**config.mk**
```make
export PLATFORM = sky130hd
export DESIGN_NAME = pif_top
export DESIGN_NICKNAME = d
export VERILOG_FILES = /design/src/pif_pkg.sv /design/src/pif_top.sv
export SDC_FILE = /design/constraint.sdc
export NUM_CORES = 1
export LEC_CHECK = 0
export BUFFER_PORTS_ARGS = -buffer_cell sky130_fd_sc_hd__clkbuf_2
export CORE_AREA = 2 2 65 67
export CTS_CLUSTER_DIAMETER = 40
export CTS_CLUSTER_SIZE = 14
export DETAILED_ROUTE_END_ITERATION = 16
export DIE_AREA = 0 0 67 69
export PLACE_DENSITY = 0.74
export SLEW_MARGIN = 15
export SYNTH_ARGS = -nofsm -noshare
export SYNTH_HDL_FRONTEND = slang
export SYNTH_SLANG_ARGS = --single-unit
```
**constraint.sdc**
```tcl
create_clock -name clock -period 1.1 [get_ports clock]
set_clock_uncertainty 0.1 [all_clocks]
set_input_delay 0.11 -clock clock [delete_from_list [all_inputs] [get_ports clock]]
set_output_delay 0.11 -clock clock [all_outputs]
set_load 0.05 [all_outputs]
```
**src/pif_pkg.sv**
```systemverilog
// Package: register map, field layout and reset values of the peripheral flag block
package pif_pkg;

  // Register data and address widths
  localparam int unsigned DATA_W = 8;
  localparam int unsigned ADDR_W = 4;

  // Register offsets on the plain register port
  localparam logic [ADDR_W-1:0] OFF_FLAGS = 4'h0;    // Pending flags, read/write
  localparam logic [ADDR_W-1:0] OFF_ENABLE = 4'h1;   // Per-source interrupt enable
  localparam logic [ADDR_W-1:0] OFF_CONTROL = 4'h2;  // Global enable
  localparam logic [ADDR_W-1:0] OFF_WAKE_EN = 4'h3;  // Per-source wake enable
  localparam logic [ADDR_W-1:0] OFF_CLEAR = 4'h4;    // Write one to clear a flag
  localparam logic [ADDR_W-1:0] OFF_STATUS = 4'h5;   // Live block state, read only

  // Flag bit positions
  localparam int unsigned BIT_SCANNER = 7;
  localparam int unsigned BIT_CHECKSUM = 6;
  localparam int unsigned BIT_MT2_PULSE_WIDTH = 5;
  localparam int unsigned BIT_MT2_PERIOD = 4;
  localparam int unsigned BIT_MT2_MATCH = 3;
  localparam int unsigned BIT_MT1_PULSE_WIDTH = 2;
  localparam int unsigned BIT_MT1_PERIOD = 1;
  localparam int unsigned BIT_MT1_MATCH = 0;

  // Control and status bit positions
  localparam int unsigned BIT_GLOBAL_ENABLE = 0;
  localparam int unsigned BIT_STAT_IRQ = 0;
  localparam int unsigned BIT_STAT_DIVERT = 1;
  localparam int unsigned BIT_STAT_WAKE = 2;
  localparam int unsigned BIT_STAT_SLEEPING = 3;

  // Reset values
  localparam logic [DATA_W-1:0] RST_FLAGS = 8'h00;
  localparam logic [DATA_W-1:0] RST_ENABLE = 8'h00;
  localparam logic [DATA_W-1:0] RST_CONTROL = 8'h00;
  localparam logic [DATA_W-1:0] RST_WAKE_EN = 8'h00;
  localparam logic [DATA_W-1:0] RST_RDATA = 8'h00;

  // One event pulse per source, packed in flag bit order, high bit first
  typedef struct packed {
    logic scanner_event_flag;
    logic checksum_engine_event_flag;
    logic meas_timer2_pulse_width_flag;
    logic meas_timer2_period_flag;
    logic meas_timer2_match_flag;
    logic meas_timer1_pulse_width_flag;
    logic meas_timer1_period_flag;
    logic meas_timer1_match_flag;
  } pif_events_s;

  // Register port request
  typedef struct packed {
    logic [ADDR_W-1:0] addr;
    logic [DATA_W-1:0] wdata;
    logic wr;
    logic rd;
  } pif_bus_req_s;

endpackage : pif_pkg

```
**src/pif_top.sv**
```systemverilog
// Peripheral interrupt flag register with enable, wake and divert logic
//
// Contract
// - Pending enabled event with global enable diverts the core to interrupt handling.
// - No source encoding; firmware reads the pending flags to find the source.
// - Per-source wake enable lets a pending event wake the sleeping core.
// - Timer 2 pulse width, period, match flags in bits 5, 4, 3.
// - Timer 1 pulse width, period, match flags in bits 2, 1, 0.
// - A flag reads one while pending, zero while not pending.
//
// Register map, eight bits each, all zero after reset except the live core asleep status bit
//   0x0 pending flags, read and plain write
//   0x1 interrupt enable mask, flag layout
//   0x2 control, bit 0 global enable, other bits read zero
//   0x3 wake enable mask, flag layout
//   0x4 write one to clear flags, reads back the flags
//   0x5 live status, read only: irq, divert, wake, core asleep
//   Unmapped offsets read zero, writes ignored
//
// An event landing with a write or clear keeps its flag set,
// so no event is lost while firmware clears older ones.
// Clock enable low freezes every register and output.
//
// Decided for this implementation: the plain strobed port and the register offsets.
module pif_top (
  input wire logic clock,                          // System clock, 10 MHz
  input wire logic rst,                            // Asynchronous reset, active high
  input wire logic ce,                             // Clock enable, freezes state when low
  input wire pif_pkg::pif_bus_req_s bus_req,       // Register port request
  input wire pif_pkg::pif_events_s events,         // Peripheral event pulses
  input wire logic core_sleeping,                  // Core is in low-power state
  output logic [pif_pkg::DATA_W-1:0] rdata,        // Read data, cycle after read strobe
  output logic irq,                                // Any enabled flag pending, level
  output logic core_divert,                        // Interrupt request to the core
  output logic core_wake                           // Wake request to the sleeping core
);

  logic [pif_pkg::DATA_W-1:0] flags_reg;
  logic [pif_pkg::DATA_W-1:0] flags_next;
  logic [pif_pkg::DATA_W-1:0] enable_reg;
  logic [pif_pkg::DATA_W-1:0] control_reg;
  logic [pif_pkg::DATA_W-1:0] wake_en_reg;
  logic [pif_pkg::DATA_W-1:0] rdata_reg;
  logic [pif_pkg::DATA_W-1:0] rdata_next;
  logic [pif_pkg::DATA_W-1:0] event_vec;
  logic [pif_pkg::DATA_W-1:0] status_vec;
  logic irq_reg;
  logic divert_reg;
  logic wake_reg;
  logic irq_next;
  logic divert_next;
  logic wake_next;

  // Only the global enable bit of the control register is writable
  localparam logic [pif_pkg::DATA_W-1:0] CONTROL_MASK = 8'h01 << pif_pkg::BIT_GLOBAL_ENABLE;

  // True when any flag is pending with its gate bit set
  function automatic logic any_gated(
    input logic [pif_pkg::DATA_W-1:0] pend,
    input logic [pif_pkg::DATA_W-1:0] gate
  );
    any_gated = |(pend & gate);
  endfunction : any_gated

  // True when a strobe targets the given offset
  function automatic logic hit(
    input logic strobe,
    input logic [pif_pkg::ADDR_W-1:0] addr,
    input logic [pif_pkg::ADDR_W-1:0] off
  );
    hit = strobe && (addr == off);
  endfunction : hit

  // Event vector in flag bit order
  // scanner, checksum and timer bits
  always_comb begin
    event_vec = '0;
    event_vec[pif_pkg::BIT_SCANNER] = events.scanner_event_flag;
    event_vec[pif_pkg::BIT_CHECKSUM] = events.checksum_engine_event_flag;
    event_vec[pif_pkg::BIT_MT2_PULSE_WIDTH] = events.meas_timer2_pulse_width_flag;
    event_vec[pif_pkg::BIT_MT2_PERIOD] = events.meas_timer2_period_flag;
    event_vec[pif_pkg::BIT_MT2_MATCH] = events.meas_timer2_match_flag;
    event_vec[pif_pkg::BIT_MT1_PULSE_WIDTH] = events.meas_timer1_pulse_width_flag;
    event_vec[pif_pkg::BIT_MT1_PERIOD] = events.meas_timer1_period_flag;
    event_vec[pif_pkg::BIT_MT1_MATCH] = events.meas_timer1_match_flag;
  end

  // Next flag value: software write or clear, then events win
  always_comb begin
    flags_next = flags_reg;
    if (hit(bus_req.wr, bus_req.addr, pif_pkg::OFF_FLAGS)) begin
      flags_next = bus_req.wdata;
    end else if (hit(bus_req.wr, bus_req.addr, pif_pkg::OFF_CLEAR)) begin
      flags_next = flags_reg & ~bus_req.wdata;
    end
    // events set flags regardless of enables
    flags_next = flags_next | event_vec;
  end

  // Pending flag storage
  // a set bit means pending
  always_ff @(posedge clock or posedge rst) begin
    if (rst) begin
      flags_reg <= pif_pkg::RST_FLAGS;
    end else if (ce) begin
      flags_reg <= flags_next;
    end
  end

  // Per-source interrupt enable mask
  always_ff @(posedge clock or posedge rst) begin
    if (rst) begin
      enable_reg <= pif_pkg::RST_ENABLE;
    end else if (ce && hit(bus_req.wr, bus_req.addr, pif_pkg::OFF_ENABLE)) begin
      enable_reg <= bus_req.wdata;
    end
  end

  // Global enable, other control bits stay zero
  // global enable storage
  always_ff @(posedge clock or posedge rst) begin
    if (rst) begin
      control_reg <= pif_pkg::RST_CONTROL;
    end else if (ce && hit(bus_req.wr, bus_req.addr, pif_pkg::OFF_CONTROL)) begin
      control_reg <= bus_req.wdata & CONTROL_MASK;
    end
  end

  // Per-source wake enable mask
  // wake source selection
  always_ff @(posedge clock or posedge rst) begin
    if (rst) begin
      wake_en_reg <= pif_pkg::RST_WAKE_EN;
    end else if (ce && hit(bus_req.wr, bus_req.addr, pif_pkg::OFF_WAKE_EN)) begin
      wake_en_reg <= bus_req.wdata;
    end
  end

  // Request terms from the current flags and gates
  always_comb begin
    irq_next = any_gated(flags_reg, enable_reg);
    divert_next = irq_next && control_reg[pif_pkg::BIT_GLOBAL_ENABLE];
    // wake from wake-enabled flags while asleep
    wake_next = core_sleeping && any_gated(flags_reg, wake_en_reg);
  end

  // Level interrupt output
  always_ff @(posedge clock or posedge rst) begin
    if (rst) begin
      irq_reg <= 1'b0;
    end else if (ce) begin
      irq_reg <= irq_next;
    end
  end

  // Divert request to the core
  // registered divert
  always_ff @(posedge clock or posedge rst) begin
    if (rst) begin
      divert_reg <= 1'b0;
    end else if (ce) begin
      divert_reg <= divert_next;
    end
  end

  // Wake request to the sleeping core
  // registered wake
  always_ff @(posedge clock or posedge rst) begin
    if (rst) begin
      wake_reg <= 1'b0;
    end else if (ce) begin
      wake_reg <= wake_next;
    end
  end

  // Live state seen by software
  always_comb begin
    status_vec = '0;
    status_vec[pif_pkg::BIT_STAT_IRQ] = irq_reg;
    status_vec[pif_pkg::BIT_STAT_DIVERT] = divert_reg;
    status_vec[pif_pkg::BIT_STAT_WAKE] = wake_reg;
    status_vec[pif_pkg::BIT_STAT_SLEEPING] = core_sleeping;
  end

  // Read multiplexer, unmapped offsets read zero
  always_comb begin
    rdata_next = pif_pkg::RST_RDATA;
    if (bus_req.rd) begin
      case (bus_req.addr)
        // source found only by reading flags
        pif_pkg::OFF_FLAGS: rdata_next = flags_reg;
        pif_pkg::OFF_ENABLE: rdata_next = enable_reg;
        pif_pkg::OFF_CONTROL: rdata_next = control_reg;
        pif_pkg::OFF_WAKE_EN: rdata_next = wake_en_reg;
        pif_pkg::OFF_CLEAR: rdata_next = flags_reg;
        pif_pkg::OFF_STATUS: rdata_next = status_vec;
        default: rdata_next = pif_pkg::RST_RDATA;
      endcase
    end
  end

  // Read data stands one cycle only
  always_ff @(posedge clock or posedge rst) begin
    if (rst) begin
      rdata_reg <= pif_pkg::RST_RDATA;
    end else if (ce) begin
      rdata_reg <= rdata_next;
    end
  end

  assign rdata = rdata_reg;
  assign irq = irq_reg;
  assign core_divert = divert_reg;
  assign core_wake = wake_reg;

endmodule : pif_top

```
# Word-level counts from Yosys, hierarchy flattened
# Index checks and enable logic that the tools add are counted.
# W data, S select, Z words.
# word_totals
ff_bits,36
elab_cells,36
# classes
n_eq_ne,5
n_mux,4
n_bitwise,5
reduce_logical,14
# ops
cell,n
$pmux W8 S5,1
$and A8 B8 Y8,3
$mux W8,3
$reduce_or A8 Y1,2
$logic_and A1 B1 Y1,10
$eq A4 B2 Y1 const B,2
$eq A4 B3 Y1 const B,2
$not A8 Y8,1
$or A8 B8 Y8,1
$eq A4 B1 Y1 const B,1
$logic_not A4 Y1,1
$reduce_or A2 Y1,1

# Longest topological paths before layout
# depth
ltp_word,5
depth_mapped,5
mapped_depth_nobuf,3

# Worst setup path before layout
# OpenSTA, ideal clock, no wires.
# synth_timing
path_type,flip-flop to flip-flop
from,"register divert_reg, in the netlist core_divert"
to,"register rdata_reg, in the netlist rdata[1]"
setup_ns,0.126
arrival_time_ns,1.146
path_slack_ns,-0.272
path_stages_with_launch,4
synth_period_minus_slack_ns,1.372
cell_sequence,dfrtp_1 mux2i_1 o2bb2ai_1 a221o_1
# synth_via
elab_chain_cells,2
# synth_lines
element,line_no,rtl
start: declaration,pif_top.sv:48,logic divert_reg;
start signal: assignment,pif_top.sv:162,divert_reg <= divert_next;
$pmux W8 S5,pif_top.sv:189,case (bus_req.addr)
$mux W8,pif_top.sv:188,if (bus_req.rd) begin
end signal: assignment,pif_top.sv:205,rdata_reg <= pif_pkg::RST_RDATA;
end signal: assignment,pif_top.sv:207,rdata_reg <= rdata_next;
end: declaration,pif_top.sv:43,logic [pif_pkg::DATA_W-1:0] rdata_reg;
# No other way between the ends.
# A chain may end at the register's enable or synchronous reset.

# Worst setup path in the final report
# layout_timing
from,register enable_reg[3] (netlist name)
to,"register divert_reg, in the netlist core_divert"
# layout_via
elab_chain_cells,3
# layout_lines
element,line_no,rtl
start: declaration,pif_top.sv:40,logic [pif_pkg::DATA_W-1:0] enable_reg;
start signal: assignment,pif_top.sv:113,enable_reg <= pif_pkg::RST_ENABLE;
start signal: assignment,pif_top.sv:115,enable_reg <= bus_req.wdata;
$and A8 B8 Y8,pif_top.sv:62,any_gated = |(pend & gate);
$reduce_or A8 Y1,pif_top.sv:62,
$logic_and A1 B1 Y1,pif_top.sv:142,divert_next = irq_next && control_reg[pif_pkg::BIT_GLOBAL_ENABLE];
# No other way between the ends.

==> flow_summary.ini <==
[drt]
num_vias = 1960
ant_nets = 0
wl_per_cell_um = 23.16
wirelength_um = 7203
remaining_drc_errors = 0
drtPass1Iterations = 6
drtIter0Drc = 201
vias_per_cell = 6.302

[run_status]
violations = hold timing, setup timing
status = finished, violations left

[critical_path]
worst-path-buf-inv = 1
crit_required_ns = 1.19
cp_top_family = flip-flops
critPathLaunchType = flip-flop
cp_slowest_cell = dfrtp_1
crit_path_max_incr_delay_ns = 0.40
path_cells = buf_4 -> a22oi_2 -> and4_4 -> o2bb2ai_2
crit_type = reg -> reg
crit_arrival_ns = 1.33
end_kind = flip-flop
critical_path.max_fanout = 2

[layout]
finalInstanceArea_um2 = 3095
nFillCells = 222
seq_area_um2 = 918.4
syn2layout_area_growth_pct = 64.49
antenna-diode-count = 0
multiInputGateArea_um2 = 1145
stdcell_count = 311
drive_above_1_share_pct = 59.77
layout.nets = 286

[sta]
max_freq_ghz = 0.8050
relSlewSlack_pct = 82.41
holdWs_ns = -0.00004949
post-route-period-util_pct = 112.9
fin_crit_ns = 1.242
setup_viol = 35
tightest_slew_ns = 0.2636
slew_violations = 0
setup_tns_ns = -1.865
rsz0062_at_grt = yes
hold_viol_final = 1
setup_ws_ns = -0.1423

[synthesis]
ys_types = 34
ys_top_cells_by_count = 36 x dfrtp_1, 17 x mux2_2, 11 x nor2b_1
ys.flop_type = dfrtp_1
syn_area_um2 = 1882
synth_top_area_share_pct = 47.87
syn_nets = 193
avgSynthCellArea_um2 = 11.27
async_flop_share_pct = 100.0
yosys_warnings = 0
synth_seq_area_share_pct = 47.87
syn_inst = 167
netlist_top_cells_area = dfrtp_1 48%, mux2_2 10%, a221o_1 4.3%, nor2b_1 3.7%, a22oi_1 3.2%
synth_top_cell_by_area = dfrtp_1
synth_seq_cells = 36
synth_edf_count = 0
yosysMostFrequentCell = dfrtp_1

[placed_design]
gp_congestion = 0.8443
pre_cts_slack_ns = -0.4125
place_inst = 283
place_area_um2 = 2409
hpwl_um = 4006
port_buffers = 36

[floorplan]
top_level_ports = 37
initial_core_util_pct = 48.08
core_area_um2 = 3914
die_w_um = 67
die-area_um2 = 4623
die_h_um = 69
fp-row-count = 23

[cts]
cts_tree = done
cts_buffers = 5
path_clk_slew_ns = 0.07
clk_latency_ns = 0.30
root_buffer = clkbuf_8
cts_buffer_depth = 2
cts_sinks = 36
h-tree-depth = 2

[pwr]
power_mw = 4.115
power_density_nw_per_um2 = 1329
ir_worst_vdd_v = 0.001016
p_leak_nw = 1.378

[grt]
grt_pass1_vias = 2074
grt_max_degree = 37
grt_pass1_wl_um = 10870
grt_antenna_before_repair = 0
track_usage_pct = 31.75
grt-ovfl-total = 0

[job]
cap_violations = 0

[hold_path]
hold_class = in -> reg
power by group:
group / internal, mW / switching [mW] / total [mW]
Combinational: 0.768 / 0.605 / 1.37
Clock: 0.572 / 0.501 / 1.07
Sequential: 1.49 / 0.178 / 1.67
Total: 2.83 / 1.28 / 4.11
layer usage:
| metal | global-route usage (%) | part of all wire [%] | wire, µm |
|---|---|---|---|
| met1 | 41.18 | 40 | 2846 |
| met4 | 16.10 | 5.3 | 382 |
| met3 | 7.830 | 7.8 | 564 |
| met5 | 0 | 0 | 0 |
| met2 | 48.62 | 47 | 3409 |
area by class of cell:
type	count	share of cell area (%)
timing repair buffer	93	27.85
clock buffer	8	3.234
sequential	36	29.67
multi-input combinational	122	36.98
inverter	2	0.2425
tap	50	2.021
cells in the final DEF, fill, tap and decap left out, types with 2 or more instances in the layout:
cell / count
a22oi_2: 8
nand2_1: 2
mux2i_2: 2
clkbuf_16: 3
nand3b_1: 5
dlygate4sd3_1: 7
o31ai_1: 7
dfrtp_1: 22
nand2b_1: 3
o21ai_2: 5
nor2_1: 10
inv_1: 2
o211ai_1: 8
buf_12: 3
a221o_1: 8
buf_4: 39
clkbuf_2: 21
nor2_4: 2
nor2b_1: 11
a21oi_1: 2
o21ai_0: 2
buf_8: 8
dfrtp_2: 14
mux2i_1: 3
dlymetal6s4s_1: 3
o2bb2ai_1: 2
buf_6: 9
o2bb2ai_2: 2
a21oi_2: 4
clkbuf_8: 7
mux2_4: 17
cell families (layout without fill, tap and decap cells):
logic type	after synthesis	count (layout)	synth area share [%]
buffers and inverters	9	103	2.327
DFF	36	36	47.87
AOI/OAI and AO/OA	53	53	20.68
muxes	22	22	12.83
and+or+nand+nor	47	47	16.29
what timing repair did:
action                                  4_1_cts  5_1_grt
hold endpoints to repair                     45        1
hold buffers                                  9        1
setup buffers                                 7        6
endpoints found under the setup margin       38       46
pin swaps                                    21       15
gates resized for setup                      64       37
through the flow:
step | hold slack, ns | utilization [%]
after floorplan | 0.1581 | -
after global placement | 0.04643 | 61.54
after detailed placement | 0.05844 | 61.54
after CTS | 0.001712 | 75.42
after global routing | 0.001439 | 79.09
final | -0.00004949 | 79.09
path summary, 6_finish.rpt:
kind                               start              to  slack (ns)  depth (start not counted)
min reg2reg                     rdata[6]        rdata[6]        0.45                          1
min in group asynchronous            rst  wake_en_reg[2]        0.27                          4
max in group asynchronous            rst    flags_reg[7]        0.41                          4
max reg2reg                enable_reg[3]     core_divert       -0.14                          4
max                        enable_reg[3]     core_divert       -0.14                          4
min                            events[3]    flags_reg[3]    -0.00005                          3
worst min-delay path: cells and delay by family:
family	cells	cell delay, ns
compound gates	2	0.17
buf+inv	1	0.09
(Power assumes the default switching activity.)
